File: src/ee_cfg.svh
`ifndef EE_CFG_SVH
`define EE_CFG_SVH

`define EE_DEV_CODE      4'ha
`define EE_ILL_CODE      4'hb
`define EE_SEL_BITS      3'h0
`define EE_ADDR_W        13
`define EE_PAGE_W        5
`define EE_ADDR_RST      13'h0000
`define EE_CLK_MHZ       100
`define EE_CLK_NS        10
`define EE_TWR_MS        3
`define EE_TWR_CYCLES    (`EE_TWR_MS * 1000 * 1000 * `EE_CLK_MHZ / 1000)
`define EE_FILT_NS       50
`define EE_FILT_CYCLES   ((`EE_FILT_NS + `EE_CLK_NS - 1) / `EE_CLK_NS)
`define EE_BITS_PER_WORD 4'h8

`endif

File: src/ee_pkg.sv
package ee_pkg;

   typedef enum logic [2:0] {
      EE_ST_IDLE = 3'h0,
      EE_ST_RX   = 3'h1,
      EE_ST_ACK  = 3'h3,
      EE_ST_TX   = 3'h2,
      EE_ST_RACK = 3'h6,
      EE_ST_PROG = 3'h7
   } ee_state_t;

   typedef enum logic [1:0] {
      EE_PH_DEV  = 2'h0,
      EE_PH_AHI  = 2'h1,
      EE_PH_ALO  = 2'h3,
      EE_PH_DATA = 2'h2
   } ee_phase_t;

   typedef struct packed {
      logic scl;
      logic sda;
   } ee_lines_t;

   typedef struct packed {
      logic        en;
      logic [12:0] addr;
      logic [7:0]  data;
   } ee_mem_wr_t;

endpackage

File: src/ee_line_filter.sv
`timescale 1ns/1ps
`include "ee_cfg.svh"

module ee_line_filter (
   // Clock and reset
   input  wire logic clk_in,
   input  wire logic rst_n_in,
   // Raw line and its clean copy
   input  wire logic line_in,
   output logic      line_out
);

   logic       meta_q;
   logic       sync_q;
   logic [2:0] cnt_q;

   always_ff @(posedge clk_in) begin
      meta_q <= line_in;
      sync_q <= meta_q;
   end

   // A change must persist for the whole suppression time before it is believed.
   always_ff @(posedge clk_in) begin
      if (!rst_n_in) begin
         line_out <= 1'b1;
         cnt_q    <= 3'h0;
      end else if (sync_q == line_out) begin
         cnt_q <= 3'h0;
      end else if (cnt_q == 3'(`EE_FILT_CYCLES - 1)) begin
         line_out <= sync_q;
         cnt_q    <= 3'h0;
      end else begin
         cnt_q <= cnt_q + 3'h1;
      end
   end

endmodule

File: src/ee_slave.sv
`timescale 1ns/1ps
`include "ee_cfg.svh"

module ee_slave #(
   parameter int PROG_CYCLES = `EE_TWR_CYCLES
) (
   // Clock and reset
   input  wire logic              clk_in,
   input  wire logic              rst_n_in,
   // Two-wire bus
   input  wire logic              scl_in,
   input  wire logic              sda_in,
   output logic                   sda_out,
   output logic                   sda_oe_out,
   // Nonvolatile array ports
   output logic [12:0]            mem_rd_addr_out,
   input  wire logic [7:0]        mem_rd_data_in,
   output ee_pkg::ee_mem_wr_t     mem_wr_out,
   // Status
   output logic                   standby_out,
   output logic                   busy_out
);

   ee_pkg::ee_lines_t  line_raw;
   ee_pkg::ee_lines_t  line_f;
   ee_pkg::ee_lines_t  line_p_q;
   ee_pkg::ee_state_t  state_q;
   ee_pkg::ee_phase_t  phase_q;
   logic [3:0]         bit_cnt_q;
   logic [7:0]         shift_q;
   logic [12:0]        addr_q;
   logic               rd_q;
   logic               ill_q;
   logic               mack_q;
   logic [7:0]         page_buf [0:31];
   logic [31:0]        valid_q;
   logic [18:0]        prog_cnt_q;
   logic [5:0]         prog_idx_q;
   logic               scl_rise;
   logic               scl_fall;
   logic               start_ev;
   logic               stop_ev;
   logic               rx_done;
   logic               data_wr;
   logic               prog_done;
   logic [1:0]         dev_class;

   // Returns 2 for a normal match, 1 for the illegal code, 0 for no match.
   function automatic logic [1:0] dev_decode(input logic [7:0] b);
      if (b[7:4] == `EE_DEV_CODE && b[3:1] == `EE_SEL_BITS) begin
         dev_decode = 2'h2;
      end else if (b[7:4] == `EE_ILL_CODE && b[3:1] == `EE_SEL_BITS) begin
         dev_decode = 2'h1;
      end else begin
         dev_decode = 2'h0;
      end
   endfunction

   assign line_raw.scl = scl_in;
   assign line_raw.sda = sda_in;

   // Both lines pass a synchroniser and a glitch filter.
   for (genvar i = 0; i < 2; i++) begin : g_filt
      ee_line_filter u_filt (
         .clk_in   (clk_in),
         .rst_n_in (rst_n_in),
         .line_in  (line_raw[i]),
         .line_out (line_f[i])
      );
   end

   always_ff @(posedge clk_in) begin
      if (!rst_n_in) begin
         line_p_q <= 2'h3;
      end else begin
         line_p_q <= line_f;
      end
   end

   assign scl_rise = line_f.scl && !line_p_q.scl;
   assign scl_fall = !line_f.scl && line_p_q.scl;
   // Only SDA moving while SCL stays high counts as a condition.
   assign start_ev = line_f.scl && line_p_q.scl && line_p_q.sda && !line_f.sda;
   assign stop_ev  = line_f.scl && line_p_q.scl && !line_p_q.sda && line_f.sda;
   assign rx_done  = (state_q == ee_pkg::EE_ST_RX) && scl_fall &&
                     (bit_cnt_q == `EE_BITS_PER_WORD);
   assign data_wr  = rx_done && (phase_q == ee_pkg::EE_PH_DATA) && !ill_q;
   assign dev_class = dev_decode(shift_q);
   assign prog_done = (state_q == ee_pkg::EE_ST_PROG) &&
                      (prog_cnt_q == 19'(PROG_CYCLES - 1));

   // Bus state machine.
   always_ff @(posedge clk_in) begin
      if (!rst_n_in) begin
         state_q    <= ee_pkg::EE_ST_IDLE;
         phase_q    <= ee_pkg::EE_PH_DEV;
         bit_cnt_q  <= 4'h0;
         shift_q    <= 8'h00;
         addr_q     <= `EE_ADDR_RST;
         rd_q       <= 1'b0;
         ill_q      <= 1'b0;
         mack_q     <= 1'b0;
         sda_oe_out <= 1'b0;
      end else if (state_q == ee_pkg::EE_ST_PROG) begin
         // Bus activity, including polling addresses, is not answered here.
         sda_oe_out <= 1'b0;
         if (prog_done) begin
            state_q <= ee_pkg::EE_ST_IDLE;
         end
      end else if (start_ev) begin
         state_q    <= ee_pkg::EE_ST_RX;
         phase_q    <= ee_pkg::EE_PH_DEV;
         bit_cnt_q  <= 4'h0;
         ill_q      <= 1'b0;
         sda_oe_out <= 1'b0;
      end else if (stop_ev) begin
         sda_oe_out <= 1'b0;
         // Buffered bytes start the timed write; anything else is standby.
         state_q <= (valid_q != 32'h0) ? ee_pkg::EE_ST_PROG : ee_pkg::EE_ST_IDLE;
      end else begin
         case (state_q)
            ee_pkg::EE_ST_RX: begin
               if (scl_rise && bit_cnt_q != `EE_BITS_PER_WORD) begin
                  shift_q   <= {shift_q[6:0], line_f.sda};
                  bit_cnt_q <= bit_cnt_q + 4'h1;
               end else if (rx_done) begin
                  state_q    <= ee_pkg::EE_ST_ACK;
                  sda_oe_out <= 1'b1;
                  case (phase_q)
                     ee_pkg::EE_PH_DEV: begin
                        rd_q    <= shift_q[0];
                        ill_q   <= (dev_class == 2'h1);
                        phase_q <= ee_pkg::EE_PH_AHI;
                        if (dev_class == 2'h0) begin
                           state_q    <= ee_pkg::EE_ST_IDLE;
                           sda_oe_out <= 1'b0;
                        end
                     end
                     ee_pkg::EE_PH_AHI: begin
                        addr_q[12:8] <= shift_q[4:0];
                        phase_q      <= ee_pkg::EE_PH_ALO;
                     end
                     ee_pkg::EE_PH_ALO: begin
                        addr_q[7:0] <= shift_q;
                        phase_q     <= ee_pkg::EE_PH_DATA;
                     end
                     default: begin
                        // Only the in-page bits move, so the page row is kept.
                        addr_q[4:0] <= addr_q[4:0] + 5'h01;
                     end
                  endcase
                  // An illegal write instruction ends at its first address byte, which still loads addr_q[12:8] but gets no acknowledge.
                  if (ill_q) begin
                     state_q    <= ee_pkg::EE_ST_IDLE;
                     sda_oe_out <= 1'b0;
                  end
               end
            end
            ee_pkg::EE_ST_ACK: begin
               if (scl_fall) begin
                  bit_cnt_q <= 4'h0;
                  if (rd_q) begin
                     // Illegal read sends all ones, leaving the line released.
                     shift_q    <= ill_q ? 8'hff : mem_rd_data_in;
                     sda_oe_out <= ill_q ? 1'b0 : !mem_rd_data_in[7];
                     state_q    <= ee_pkg::EE_ST_TX;
                  end else begin
                     sda_oe_out <= 1'b0;
                     state_q    <= ee_pkg::EE_ST_RX;
                  end
               end
            end
            ee_pkg::EE_ST_TX: begin
               if (scl_rise) begin
                  bit_cnt_q <= bit_cnt_q + 4'h1;
                  if (bit_cnt_q == `EE_BITS_PER_WORD - 4'h1 && !ill_q) begin
                     addr_q <= addr_q + 13'h0001;
                  end
               end else if (scl_fall) begin
                  if (bit_cnt_q == `EE_BITS_PER_WORD) begin
                     sda_oe_out <= 1'b0;
                     state_q    <= ee_pkg::EE_ST_RACK;
                  end else begin
                     shift_q    <= {shift_q[6:0], 1'b1};
                     sda_oe_out <= !shift_q[6];
                  end
               end
            end
            ee_pkg::EE_ST_RACK: begin
               if (scl_rise) begin
                  mack_q <= !line_f.sda;
               end else if (scl_fall) begin
                  bit_cnt_q <= 4'h0;
                  if (mack_q && !ill_q) begin
                     shift_q    <= mem_rd_data_in;
                     sda_oe_out <= !mem_rd_data_in[7];
                     state_q    <= ee_pkg::EE_ST_TX;
                  end else begin
                     // No acknowledge: stay released until the stop or a new start.
                     state_q <= ee_pkg::EE_ST_IDLE;
                  end
               end
            end
            default: begin
               sda_oe_out <= 1'b0;
            end
         endcase
      end
   end

   // Page buffer: later bytes at the same offset overwrite earlier ones.
   always_ff @(posedge clk_in) begin
      if (data_wr) begin
         page_buf[addr_q[4:0]] <= shift_q;
      end
   end

   // Only offsets actually loaded are marked for programming.
   always_ff @(posedge clk_in) begin
      if (!rst_n_in) begin
         valid_q <= 32'h0;
      end else if (data_wr) begin
         valid_q[addr_q[4:0]] <= 1'b1;
      end else if (prog_done || (start_ev && state_q != ee_pkg::EE_ST_PROG)) begin
         valid_q <= 32'h0;
      end
   end

   // Internal program cycle: copy marked bytes out, then hold busy for the full time.
   always_ff @(posedge clk_in) begin
      if (!rst_n_in) begin
         prog_cnt_q <= 19'h0;
         prog_idx_q <= 6'h0;
         mem_wr_out <= '0;
      end else if (state_q == ee_pkg::EE_ST_PROG) begin
         prog_cnt_q      <= prog_cnt_q + 19'h1;
         mem_wr_out.en   <= !prog_idx_q[5] && valid_q[prog_idx_q[4:0]];
         mem_wr_out.addr <= {addr_q[12:5], prog_idx_q[4:0]};
         mem_wr_out.data <= page_buf[prog_idx_q[4:0]];
         if (!prog_idx_q[5]) begin
            prog_idx_q <= prog_idx_q + 6'h1;
         end
      end else begin
         prog_cnt_q    <= 19'h0;
         prog_idx_q    <= 6'h0;
         mem_wr_out.en <= 1'b0;
      end
   end

   always_ff @(posedge clk_in) begin
      if (!rst_n_in) begin
         standby_out <= 1'b1;
         busy_out    <= 1'b0;
      end else begin
         standby_out <= (state_q == ee_pkg::EE_ST_IDLE);
         busy_out    <= (state_q == ee_pkg::EE_ST_PROG);
      end
   end

   assign sda_out         = 1'b0;
   assign mem_rd_addr_out = addr_q;

endmodule

File: config.mk
export PLATFORM = sky130hd
export DESIGN_NAME = ee_slave
export DESIGN_NICKNAME = d
export VERILOG_FILES = /design/src/ee_pkg.sv /design/src/ee_line_filter.sv /design/src/ee_slave.sv
export VERILOG_INCLUDE_DIRS = /design/src
export SDC_FILE = /design/constraint.sdc
export NUM_CORES = 1
export LEC_CHECK = 0
export BUFFER_PORTS_ARGS = -buffer_cell sky130_fd_sc_hd__buf_2
export CORE_MARGIN = 2
export CORE_UTILIZATION = 45
export CTS_BUF_LIST = sky130_fd_sc_hd__clkbuf_16
export DETAILED_ROUTE_END_ITERATION = 6
export MAX_ROUTING_LAYER = met4
export PLACE_DENSITY_LB_ADDON = 0.05
export SLEW_MARGIN = 20
export SYNTH_ARGS = -nofsm -noshare
export SYNTH_HDL_FRONTEND = slang
export SYNTH_SLANG_ARGS = --single-unit
File: constraint.sdc
create_clock -name clk_in -period 2.2 [get_ports clk_in]
set_clock_uncertainty 0.15 [all_clocks]
set_input_delay 0.44 -clock clk_in [delete_from_list [all_inputs] [get_ports clk_in]]
set_output_delay 0.44 -clock clk_in [all_outputs]
set_load 0.02 [all_outputs]
Yosys cells after proc, flatten, opt, wreduce, memory -nomap -nowiden --
Memory sizes are Yosys's and may differ from the RTL's. A register that Yosys moved wholly into a read port is not among the register bits. Cells that the tools add are included.
Storage, ports and cells: input port bits 12, memories kept 1, flip-flop bits (word level) 121, bits in writable memories 256
Cells by class: $lt $le $gt $ge 3, equal/unequal tests 50, add/subtract/negate cells 7, multiplexer cells 83, reductions and logical operators 62, bitwise logic cells 8
Memories:
- page_buf | words 32, width 8, read ports 1, clocked after memory_dff 1, write ports 1, line ee_slave.sv:35 | logic [7:0] page_buf [0:31];
Operators by type and width (count):
- 8-bit 2-to-1 mux | 10
- 32-bit 2-to-1 mux | 2
- 13-bit 2-to-1 mux | 4
- 3-bit 2-to-1 mux | 15
- 2-bit != test, second input constant | 16
- 32-bit OR | 1
- 8-bit one-hot mux with 4 select lines | 1
- 32-bit nonzero test | 1
- 5-bit != test, second input constant | 6
- 9-bit AND reduction | 3
- 13-bit one-hot mux with 2 select lines | 1
- 1-bit 2-to-1 mux | 25
- 4-bit 2-to-1 mux | 6
- 1-bit logical AND | 20
- 2-bit 2-to-1 mux | 10
- 19-bit by 1-bit adder with 19-bit output, second input constant | 1
- 19-bit == test, second input constant | 1
- 6-bit AND reduction | 3
- 4-bit one-hot mux with 4 select lines | 1
- 13-bit by 1-bit adder with 13-bit output, second input constant | 1
- 13-bit AND reduction | 1
- 3-bit == test, second input constant | 4
- 4-bit == test, second input constant | 3
- 5-bit by 6-bit less-than comparator with 1-bit output, second input constant | 2
- 41 further kinds | 75

Depth between registers and ports, before layout --
Gate-level depths: netlist of run 1.
word-level depth 14, gate-level depth with buffers 8, mapped depth without buffers 7

Modules after synthesis --
Synthesis of run 1 repeated with hierarchy kept, for this count alone.
Second synthesis, totals: cells, all modules 1165, area, all modules 16304.4 µm²
By module, submodules not included:
- ee_slave | area each 15843.9 µm², cells each 1125, instances 1, seq. area each 10029.6 µm²
- ee_line_filter | area each 230.2 µm², cells each 20, instances 2, seq. area each 120.1 µm²

Worst setup path before layout of run 1 --
No wires, ideal clock.
path type reg-to-reg, start point register state_q[0], end point memory page_buf[0][0] (enable), slack -0.242 ns, setup time 0.370 ns, cell stages (with the launch flop) 7, clock period less this slack 2.442 ns, arrival time 1.922 ns, cells stage by stage dfxtp_1 > buf_4 > or3b_1 > buf_6 > nor4_4 > nand2_1 > nor2_1
On the way: longest elaborated chain between the ends 7
Ends and longest elaborated chain:
- start, declared | line ee_slave.sv:27 | ee_pkg::ee_state_t state_q;
- start signal, assigned | line ee_slave.sv:95 | state_q <= ee_pkg::EE_ST_IDLE;
- start signal, assigned | line ee_slave.sv:108 | state_q <= ee_pkg::EE_ST_IDLE;
- start signal, assigned | line ee_slave.sv:111 | state_q <= ee_pkg::EE_ST_RX;
- 3-bit by 1-bit == test with 1-bit output | line ee_slave.sv:85 | assign rx_done = (state_q == ee_pkg::EE_ST_RX) && scl_fall &&
- 1-bit logical AND (2 in a row) | line ee_slave.sv:85
- 1-bit logical AND (2 in a row) | line ee_slave.sv:87 | assign data_wr = rx_done && (phase_q == ee_pkg::EE_PH_DATA) && !ill_q;
- 1-bit 2-to-1 mux | line ee_slave.sv:213 | if (data_wr) begin
- 1-bit 2-to-1 mux (not written as such) | line ee_slave.sv:214 | page_buf[addr_q[4:0]] <= shift_q;
- end, declared | line ee_slave.sv:35
Every way passes these cells.

==> results of run 1 <==
[how the worst min path moves through the flow]
stage,start,slack (ns),to
finish,mem_rd_data_in[4],0.08,shift_q[4]
global placement,g_filt[1].u_filt.meta_q,0.16,g_filt[1].u_filt.sync_q
CTS,mem_rd_data_in[4],0.07,shift_q[4]
detailed placement,g_filt[1].u_filt.meta_q,0.16,g_filt[1].u_filt.sync_q
global route,mem_rd_data_in[6],0.09,shift_q[6]
floorplan,g_filt[0].u_filt.meta_q,0.16,g_filt[0].u_filt.sync_q
[per-stage QoR]
step / setup TNS (ns) / area [sq um] / hold slack (ns)
6_report: 0 / 19950 / 0.08188
5_1_grt: -0.7768 / 19950 / 0.08921
4_1_cts: -0.03327 / 19660 / 0.07107
3_5_place_dp: -1.731 / 18250 / 0.1635
3_3_place_gp: -1.076 / 18250 / 0.1604
2_1_floorplan: -42.99 / 16460 / 0.1596
[Yosys cell counts (11+ instances only)]
master and number:
sky130_fd_sc_hd__mux4_2 56, sky130_fd_sc_hd__nand2_1 88, sky130_fd_sc_hd__and2_1 11, sky130_fd_sc_hd__and3_1 11
sky130_fd_sc_hd__o21ai_0 29, sky130_fd_sc_hd__nor2_2 12, sky130_fd_sc_hd__xor2_1 11, sky130_fd_sc_hd__o22ai_1 21
sky130_fd_sc_hd__edfxtp_1 256, sky130_fd_sc_hd__inv_1 22, sky130_fd_sc_hd__ha_1 16, sky130_fd_sc_hd__a21boi_0 16
sky130_fd_sc_hd__a21oi_1 53, sky130_fd_sc_hd__a22oi_1 18, sky130_fd_sc_hd__nand3_1 25, sky130_fd_sc_hd__nand4_1 12
sky130_fd_sc_hd__nor2_1 113, sky130_fd_sc_hd__clkbuf_1 33, sky130_fd_sc_hd__buf_2 25, sky130_fd_sc_hd__dfxtp_1 129
sky130_fd_sc_hd__nor4_1 12, sky130_fd_sc_hd__nand2b_1 11, sky130_fd_sc_hd__mux2i_1 45
[critical path, stage by stage, from the launching register on]
cell and delay [ns]:
sky130_fd_sc_hd__dfxtp_4 0.42, sky130_fd_sc_hd__buf_4 0.21, sky130_fd_sc_hd__mux4_2 0.51, sky130_fd_sc_hd__a22oi_1 0.23, sky130_fd_sc_hd__buf_4 0.17, sky130_fd_sc_hd__nand2_1 0.05, sky130_fd_sc_hd__a221o_1 0.33
[layout make-up]
cell class	instances	area share [%]
Clock inverter	34	1.047
Clock buffer	44	5.519
Antenna cell	1	0.01254
Multi-Input combinational cell	721	29.61
Tap cell	461	2.891
Timing Repair Buffer	184	8.918
Inverter	22	0.4390
Sequential cell	385	51.56
[state kept, by name (all words and copies together) (netlist names), 3 cells and up]
| signal | cells |
|---|---|
| bit_cnt_q | 4 |
| g_filt.u_filt.cnt_q | 6 |
| mem_rd_addr_out | 13 |
| mem_wr_out | 22 |
| page_buf | 256 |
| prog_cnt_q | 19 |
| prog_idx_q | 6 |
| shift_q | 8 |
| state_q | 3 |
| valid_q | 32 |
[metal layers]
metal,wire length (um),global-route usage (%),share of wire (%),vias to the layer above
met5,0,-,0,-
met4,729,5.513,1.8,0
met3,1751,4.088,4.3,57
met2,18880,33.78,47,204
met1,18920,31.10,47,5322
li1,-,-,-,4904
[logic make-up after synthesis]
group	after synthesis
flip-flops	385
XOR/XNOR	21
AND/OR/NAND/NOR	361
AO/OA/AOI/OAI	218
buffers and inverters	98
other	1
adder cells (fa/ha/maj)	16
multiplexers	103
[power by group through the flow]
stage                     combinational, mW  sequential [mW]  clock, mW
after global placement               0.0960             7.78          0
after CTS                            0.0996             7.63       6.84
after floorplan                      0.0619             7.79          0
final                                 0.101             7.63       6.69
after detailed placement             0.0962             7.78          0
after global routing                  0.112             7.62       7.13
[repair_timing]
action | 4_1_cts | 5_1_grt
pin swaps | 6 | 21
hold buffers | 2 | 0
gates resized for setup | 4 | 43
endpoints found under the hold margin | 2 | 0
gates cloned | 0 | 1
setup endpoints to repair | 70 | 297
buffers inserted | 3 | 12
==> impl_results.md, run 1 <==
- Worst hold path cell count: 3
- Kind of start point of the critical path: flip-flop
- Routed WL: slightly above 40 mm
- Crit path to: mem_wr_out[0]
- Clk Latency, worst-skew pair: roughly 0.56 ns
- TritonCTS clock tree: done
- Setup repair after global routing missed its margin: true
- Commonest non-fill, non-tap cell in the layout: sky130_fd_sc_hd__edfxtp_1
- Clock sink total: approximately 390
- Overall die area: between 30000 and 40000 sq um
- Synthesis-to-layout area growth: 23.24%
- Placer Congestion: roughly 0.90
- Mux cell area share after synthesis: between 10% and 20%
- Global-route wire length before repair: approximately 62 mm
- Number of failing setup endpoints in the final timing report: 0
- Data required time of the worst path: around 2.5 ns
- Number of flops mapped to enable cells by yosys: between 200 and 300
- Arrival time of the worst setup path: between 2 and 2.5 ns
- Final WS setup: 0.02451 ns
- Leak Pwr: between 6 and 7 nW
- Total global routing overflow: 0
- Tot Pwr: ~14 mW
- Starting Density: a little under half
- Total number of nets in the final design: around 1400
- Leading cell types in the layout, fill and taps excluded: 256 x sky130_fd_sc_hd__edfxtp_1, 123 x sky130_fd_sc_hd__dfxtp_1, 89 x sky130_fd_sc_hd__buf_4, 84 x sky130_fd_sc_hd__nand2_1, 79 x sky130_fd_sc_hd__nor2_1
- Launch point of the worst path: prog_idx_q[0]
- Reg2reg setup slack: 0.02 ns
- Maximum net fanout on the critical path: 6
- Number of placed cells counting well taps: about 1800
- Number of placed I/O pins: 51
- Final period util: a little over nine tenths
- Total global-route track usage: approximately 22%
- Async S/R FF share, synth: 0%
- Finished Core Util: between 50% and 60%
- PD cells: 722.5 nW/um^2
- Post-layout min period: about 2.2 ns
- Final Slew Violations: 0
- First-pass DRT Iterations: 5
- H-tree depth: 2
- Reg-to-Reg Start: prog_idx_q[0]
- Number of antenna violations at the first check in global routing: 0
- Reported net switching power: about 2.9 mW
- Sequential group share of total power: 52.9%
- Crit Reg-Reg Endpoint: mem_wr_out[0]
- Number of warnings printed during yosys synthesis: 0
- Cell-internal power: 11.51 mW
- Primary flip-flop cell chosen by synthesis mapping: sky130_fd_sc_hd__edfxtp_1
- Largest family of logic cells by synthesized area: simple AND/OR/NAND/NOR gates
- Sw Share: 20.19%
- # Max-Cap Violations: 0
- Root Buffer Master: sky130_fd_sc_hd__clkbuf_16
- Share of the synthesized area in compound gates (AO/OA/AOI/OAI): 9.282%
- Y dimension of the die: ~190 um
- Synth Area in Simple Gates: between 10 and 15%
- Worst reg2reg path depth: 6
- Hold Path Class: in -> reg
- Number of design rule violations left after detail routing: 0
- Leading cell types by total area after synthesis: sky130_fd_sc_hd__edfxtp_1 47%, sky130_fd_sc_hd__dfxtp_1 16%, sky130_fd_sc_hd__mux4_2 7.8%
- Post-synthesis adder-cell area fraction: under 10%
- Number of filler instances in the final layout: slightly below 3000
- Vias: roughly 10000
- Max IR drop VDD: about 0.00059 V
- Non-filler cells, final: ~1900
- Ratio of cells with drive above 1 in the final layout: 27.99%
- Cell Area, Synth: roughly 16000 sq um
- Routed wire per std cell: 21.75 um
- Setup slack at placement: -0.03028 ns
- #FFs+latches synth: 385
- Number of global-route vias before repair: slightly above 10000
- Worst-case clock buffer depth: 3
- Combinational group share of total power: less than 1%
- Detail Route Antenna Nets: 0
- Half-perimeter wire length of the detailed placement result: ~26 mm
- Net count after synthesis: ~1200
- Maximum number of pins on one net before global-route repair: 75
- Number of buffers added by the clock tree synthesis step: between 40 and 50
- Detailed Route Iter0 Violations: a little over 700
- Kind of critical path: reg -> reg
- Share of the yosys chip area belonging to registers: a little under two thirds
- Die Width: between 150 and 200 um
- Slew at the pin closest to its max-slew limit: around 0.69 ns
- Multi-input logic area: ~5900 sq um
- Xor/xnor share of the synthesized area: around 1.1%
- Buffers on Ports: 49
- Avg Cell Area, Syn: approximately 13 sq um
- Critical Path Sink Type: flip-flop
- Total area of sequential cells: between 10000 and 15000 sq um
- Fraction of synthesized cell area taken by the top area cell type: 47.48%
- Vias per inst: 5.663
- Outcome: finished, final reports clean
- Clock slew at reported path FFs: approximately 0.06 ns
- Portion of total power attributed to the clock network: between 40% and 50%
- Achievable Freq: between 0.4 and 0.5 GHz
- Area of the core: approximately 35000 sq um
- Number of failing hold endpoints at the final stage: 0
- Synth unique cells: 79
- Cell taking the most area after synthesis: sky130_fd_sc_hd__edfxtp_1
- Cells after synthesis: around 1200
- Slew margin rel.: a little over half
- Number of cell rows: between 60 and 70
Power figures use the tool's default switching activity.
==> run 2, diff against run 1 <==
Settings changed: SYNTH_HIERARCHICAL from default to 1.
==> run 2 against run 1 <==
The flow now finishes with violations (DRC, setup timing). Register-to-register slack worse by 0.06 ns. Flip-flop and latch count stayed put. Synthesized cell count is 3.2% lower. Sequential power hardly changed. Clock-buffer cell count is 1 lower.
==> impl_results.md, run 2 <==
- Number of cell rows: 69
- Number of global-route vias before repair: about 11000
- Buffers on Ports: 49
- Number of flip-flops in the largest register: between 200 and 300
- Total global-route track usage: a little under a quarter
- Async S/R FF share, synth: 0%
- Global-route wire length before repair: between 60 and 70 mm
- Ratio of cells with drive above 1 in the final layout: between 30% and 40%
- Number of antenna violations at the first check in global routing: 0
- Number of placed cells counting well taps: approximately 1800
- Leading cell types by total area after synthesis: sky130_fd_sc_hd__edfxtp_1 47%, sky130_fd_sc_hd__dfxtp_1 16%, sky130_fd_sc_hd__mux4_2 9.9%
- Non-filler cells, final: 1867
- Number of warnings printed during yosys synthesis: 6
- Hold Path Class: in -> reg
- Starting Density: roughly 46%
- H-tree depth: 2
- Data required time of the worst path: approximately 2.5 ns
- Synthesis-to-layout area growth: 25.46%
- Maximum net fanout on the critical path: 4
- Worst-case clock buffer depth: 3
- Leading cell types in the layout, fill and taps excluded: 256 x sky130_fd_sc_hd__edfxtp_1, 124 x sky130_fd_sc_hd__buf_4, 122 x sky130_fd_sc_hd__dfxtp_1, 84 x sky130_fd_sc_hd__nand2_1, 72 x sky130_fd_sc_hd__mux4_2
- Multi-input logic area: 6012 sq um
- Number of failing hold endpoints at the final stage: 0
- Cell Area, Synth: between 15000 and 20000 sq um
- Violated checks: DRC, setup timing
- Kind of start point of the critical path: flip-flop
- Number of design rule violations left after detail routing: 4
- Crit Reg-Reg Endpoint: state_q[0]
- Number of flops mapped to enable cells by yosys: around 260
- Slew at the pin closest to its max-slew limit: 0.7683 ns
- Antenna Cells: 0
- Maximum number of pins on one net before global-route repair: 40
- Reg-to-Reg Start: bit_cnt_q[1]
- Detailed Route Iter0 Violations: around 960
- Post-layout min period: 2.239 ns
- Top cells by instance count after synthesis: 256 x sky130_fd_sc_hd__edfxtp_1, 129 x sky130_fd_sc_hd__dfxtp_1, 85 x sky130_fd_sc_hd__nand2_1
- Max stage delay on crit path: between 0.4 and 0.5 ns
- Vias: 10606
- Worst hold path startpoint: rst_n_in
- Final Slew Violations: 0
- Max IR drop VDD: about 0.00053 V
- Total global routing overflow: 0
- Synth unique cells: 82
- Overall die area: 37770 sq um
- Detail Route Antenna Nets: 0
- Root Buffer Master: sky130_fd_sc_hd__clkbuf_16
- Area of the core: 35660 sq um
- Number of failing setup endpoints in the final timing report: 60
- Number of placed I/O pins: 51
- Commonest non-fill, non-tap cell in the layout: sky130_fd_sc_hd__edfxtp_1
- Cells after synthesis: approximately 1200
- # Max-Cap Violations: 0
- Achievable Freq: ~0.45 GHz
- Total area of sequential cells: ~10000 sq um
- Avg Cell Area, Syn: about 14 sq um
- Routed WL: between 40 and 50 mm
- Primary flip-flop cell chosen by synthesis mapping: sky130_fd_sc_hd__edfxtp_1
- Worst reg2reg path depth: 8
- Die Width: slightly below 200 um
- Cell taking the most area after synthesis: sky130_fd_sc_hd__edfxtp_1
- TritonCTS clock tree: done
- Leak Pwr: 7.065 nW
- Worst hold path cell count: 3
- Kind of critical path: reg -> reg
- Slew margin rel.: 48.71%
- Share of the yosys chip area belonging to registers: a little over three fifths
- Y dimension of the die: about 190 um
- Number of buffers added by the clock tree synthesis step: 43
- Clk Latency, worst-skew pair: 0.55 ns
- Half-perimeter wire length of the detailed placement result: about 28 mm
- Routed wire per std cell: ~23 um
- Final WS setup: -0.03900 ns
- Final period util: 101.8%
- Critical path, cell by cell: inv_2, ha_4, nand3b_1, buf_4, a221o_1, and3_4, or4b_1, a21oi_1
- Total number of nets in the final design: 1401
- Cell with the biggest individual delay on the critical path: sky130_fd_sc_hd__or4b_1
- PD cells: 698.0 nW/um^2
- Clock sink total: around 390
- Launch point of the worst path: bit_cnt_q[1]
- Arrival time of the worst setup path: roughly 2.6 ns
- Most common cell in the synthesized netlist: sky130_fd_sc_hd__edfxtp_1
- First-pass DRT Iterations: 7
- Net count after synthesis: 1193
- Critical Path Sink Type: flip-flop
- Outcome: finished, violations left
- Finished Core Util: between 50% and 60%
- Vias per inst: approximately 5.7
- Setup repair after global routing missed its margin: true
- Fraction of synthesized cell area taken by the top area cell type: approximately 47%
- Hold worst-path end: state_q[2]
- Number of filler instances in the final layout: between 2000 and 3000
- Clock slew at reported path FFs: around 0.060 ns
- Placer Congestion: 0.8475
- Reg2reg setup slack: -0.04 ns
- #FFs+latches synth: 385
==> run 2: cell types whose count changed in the layout (fill, tap and decap cells not counted), sizes merged, moves of 9 or more <==
cell and change:
buf +55, nor2 -45, o21a +35, mux2i -23, a21boi -20, o22ai -19
a22oi -18, o21ai -17, mux4 +16, o211ai +14, a21oi +13, nor2b +9
==> run 2: layout make-up <==
| type | count | share of cell area [%] |
|---|---|---|
| sequential | 385 | 50.27 |
| clock buffer | 43 | 5.260 |
| tap | 461 | 2.820 |
| inverter | 18 | 0.3303 |
| clock inverter | 35 | 0.9481 |
| multi-input combinational | 685 | 29.39 |
| timing repair buffer | 240 | 10.98 |
==> run 2: per-stage QoR <==
stage	instance area [sq um]	TNS, ns	power, mW	setup slack [ns]	hold slack (ns)
2_1_floorplan	16390	-24.79	7.835	-0.1246	0.1596
3_3_place_gp	18440	-9.123	7.877	-0.09301	0.1601
3_5_place_dp	18440	-7.787	7.878	-0.09036	0.1632
4_1_cts	20150	-3.140	14.44	-0.06057	0.09058
5_1_grt	20460	-12.44	14.71	-0.1114	0.1274
6_report	20460	-0.9282	14.28	-0.03900	0.1293
==> run 2: routing by layer <==
metal / routed length (um) / up-vias / global-route usage (%)
li1: - / 4924 / -
met1: 19590 / 5357 / 32.99
met2: 19910 / 261 / 35.92
met3: 2241 / 64 / 3.332
met4: 842 / 0 / 6.553
met5: 0 / - / -
==> run 2: where the power goes <==
group / leakage, nW / total (mW) / switching, mW / internal [mW]
Combinational: 2.98 / 0.0997 / 0.0639 / 0.0358
Sequential: 3.39 / 7.63 / 0.00406 / 7.63
Clock: 0.695 / 6.55 / 2.79 / 3.76
==> run 2: worst max-delay path, delay by kind of cell, from the launching register on <==
kind            cells  cell delay [ns]
buf+inv             2             0.28
simple gates        3             0.84
fa+ha+maj           1             0.11
flops               1             0.32
compound gates      2             0.47
==> run 2: logic make-up (layout without fill, tap and decap cells) <==
family                     Yosys count  after routing  share of synthesized area [%]
muxes                              104            104                          11.99
buffers and inverters               95            336                          2.709
and+or+nand+nor                    332            332                          10.84
xor gates and xnor gates            22             22                          1.182
AOI/OAI and AO/OA                  210            210                          9.040
adders and majority gates           16             16                          1.228
other                                1              1                        0.02300
DFF                                385            385                          62.99
==> run 2: what timing repair did <==
| action | CTS | global route |
|---|---|---|
| setup endpoints to repair | 240 | 244 |
| cloned | 4 | 1 |
| hold endpoints to repair | 2 | 0 |
| hold buffers | 2 | 0 |
| gates resized for setup | 66 | 52 |
| pin swaps | 20 | 24 |
| setup buffers | 15 | 11 |
==> run 2: worst max-delay path by stage <==
stage / slack (ns) / to / cells past startpoint
after global placement: -0.09 / page_buf[24][7] / 9
after global routing: -0.11 / state_q[0] / 8
after CTS: -0.06 / state_q[0] / 8
after detailed placement: -0.09 / page_buf[24][7] / 9
after floorplan: -0.12 / page_buf[28][0] / 5
final: -0.04 / state_q[0] / 8
==> run 3, diff against run 2 <==
Settings changed: CORE_UTILIZATION 45 to 56, REMOVE_ABC_BUFFERS from default to 1.
==> run 3 against run 2 <==
The flow now finishes without violations. Flip-flop and latch count unchanged. Clock-buffer cell count decreased by 2. Via count increased by 2.4%. Final area decreased by 3.3%. Hold slack got worse by 0.023 ns. Sequential share of layout area increased by 1.7 points. Die area decreased by 19%. Power decreased by 1.7%. Register-to-register slack improved by 0.06 ns. First-iteration DRC count increased by 16%. Global-route usage increased by 4.5 points. Cell count decreased by 5.3%. Largest cell class unchanged. Highest routed layer unchanged.
==> impl_results.md, run 3 (same netlist as run 2, synthesis figures left out) <==
- Max IR drop VDD: 0.0006256 V
- Detail Route Antenna Nets: 0
- Reg2reg setup slack: between 0.015 and 0.02 ns
- Slew margin rel.: about 63%
- Number of failing setup endpoints in the final timing report: 0
- Number of placed I/O pins: a little over 50
- Setup slack at placement: -0.1123 ns
- Buffers on Ports: about 50
- Synthesis-to-layout area growth: 21.35%
- PD cells: a little over 700 nW/um^2
- Number of antenna violations at the first check in global routing: 0
- Number of design rule violations left after detail routing: 0
- Number of placed cells counting well taps: approximately 1700
- Hold Path Class: in -> reg
- Final period util: between 90% and 100%
- # Max-Cap Violations: 0
- Root Buffer Master: sky130_fd_sc_hd__clkbuf_16
- Half-perimeter wire length of the detailed placement result: ~27 mm
- Worst-case clock buffer depth: 3
- Post-placement cell area: roughly 18000 sq um
- Post-layout min period: 2.180 ns
- Combinational group share of total power: less than 1%
- Number of buffers added by the clock tree synthesis step: 40
- Starting Density: about 57%
- TritonCTS clock tree: done
- Final WS setup: slightly below 0.02 ns
- Vias: about 11000
- Non-filler cells, final: 1768
- Leak Pwr: just under 7 nW
- Leading cell types in the layout, fill and taps excluded: 256 x sky130_fd_sc_hd__edfxtp_1, 123 x sky130_fd_sc_hd__dfxtp_1, 118 x sky130_fd_sc_hd__buf_4, 85 x sky130_fd_sc_hd__nand2_1, 72 x sky130_fd_sc_hd__mux4_2
- Setup TNS after final layout: 0 ns
- Routed WL: 41.76 mm
- Arrival time of the worst setup path: about 2.3 ns
- First-pass DRT Iterations: 5
- Number of global-route vias before repair: 10502
- Kind of start point of the critical path: flip-flop
- Portion of total power attributed to the clock network: between 40% and 50%
- Overall die area: just over 30000 sq um
- Sequential group share of total power: between 50% and 60%
- Vias per inst: 6.145
- Number of failing hold endpoints at the final stage: 0
- Die Width: 174.6 um
- Tot Pwr: roughly 14 mW
- Placer Congestion: slightly below 0.9
- Antenna Cells: 0
- Commonest non-fill, non-tap cell in the layout: sky130_fd_sc_hd__edfxtp_1
- Ratio of cells with drive above 1 in the final layout: a little under a third
- Final std cell area, no fill: 19790 sq um
- Achievable Freq: between 0.4 and 0.5 GHz
- Number of cell rows: 62
- Cell-internal power: roughly 11 mW
- Reported net switching power: about 2.9 mW
- Total global routing overflow: 0
- Sw Share: 20.33%
- Clock sink total: between 300 and 400
- Number of flip-flops in the largest register: ~260
- Maximum net fanout on the critical path: 9
- Total number of nets in the final design: between 1000 and 1500
- Outcome: finished, final reports clean
- Routed wire per std cell: roughly 24 um
- Area of the core: between 20000 and 30000 sq um
- Clk Latency, worst-skew pair: approximately 0.53 ns
- Global-route wire length before repair: roughly 63 mm
- Finished Core Util: between 60% and 70%
- Maximum number of pins on one net before global-route repair: 40
- Critical Path Sink Type: flip-flop
- Data required time of the worst path: about 2.3 ns
- Y dimension of the die: 174.6 um
- Tightest hold margin: around 0.11 ns
- Kind of critical path: reg -> reg
- Setup repair after global routing missed its margin: true
- Clock slew at reported path FFs: 0.06 ns
- Final Slew Violations: 0
- Total global-route track usage: around 28%
- H-tree depth: 2
- Detailed Route Iter0 Violations: 1109
- Slew at the pin closest to its max-slew limit: 0.5579 ns
[run 3: changes by cell type in the layout (fill, tap and decap cells not counted), sizes merged]
| cell | delta |
|---|---|
| clkbuf | -3 |
| buf | -16 |
| bufinv | -1 |
| inv | -13 |
| clkinvlp | +6 |
| clkinv | +5 |
[run 3: worst max-delay path: stages (launching register included)]
cell and delay (ns):
sky130_fd_sc_hd__dfxtp_1 0.33, sky130_fd_sc_hd__or3b_4 0.40, sky130_fd_sc_hd__nor4_4 0.28, sky130_fd_sc_hd__buf_4 0.19, sky130_fd_sc_hd__nand2_2 0.07, sky130_fd_sc_hd__buf_4 0.17, sky130_fd_sc_hd__nor2_2 0.14, sky130_fd_sc_hd__buf_6 0.17
[run 3: worst paths after layout]
path / startpoint / depth (start not counted) / end
hold reg to reg: g_filt[0].u_filt/meta_q / 0 / g_filt[0].u_filt/sync_q
setup reg to reg: state_q[2] / 7 / page_buf[22][7]
hold / removal: rst_n_in / 2 / mem_rd_addr_out[3]
setup / recovery: state_q[2] / 7 / page_buf[22][7]
[run 3: area by class of cell]
class	count	area, sq um
sequential	385	10280
fill	2029	8917
multi-input combinational	685	5859
timing repair buffer	223	1866
clock buffer	41	1026
tap	384	480.5
clock inverter	32	203.9
inverter	18	67.56
[run 3: routing by layer]
metal / global-route usage (%) / vias to the layer above / routed length [um]
met1: 38.71 / 5494 / 17960
met2: 43.55 / 414 / 19980
met4: 7.743 / 0 / 1130
met3: 4.504 / 69 / 2690
li1: - / 4887 / -
met5: - / - / 0
[run 3: power groups by stage]
stage               registers, mW  logic (mW)  clock network (mW)
detailed placement           7.78      0.0908                   0
CTS                          7.63      0.0936                6.40
floorplan                    7.78      0.0385                   0
finish                       7.63      0.0950                6.32
global placement             7.78      0.0898                   0
global route                 7.62       0.102                6.71
[run 3: what timing repair did]
action	in CTS	in global routing
setup buffers	4	7
gates cloned	1	13
gates resized for setup	15	121
hold buffers	2	0
pin swaps	1	21
endpoints found under the hold margin	2	0
setup endpoints to repair	85	319
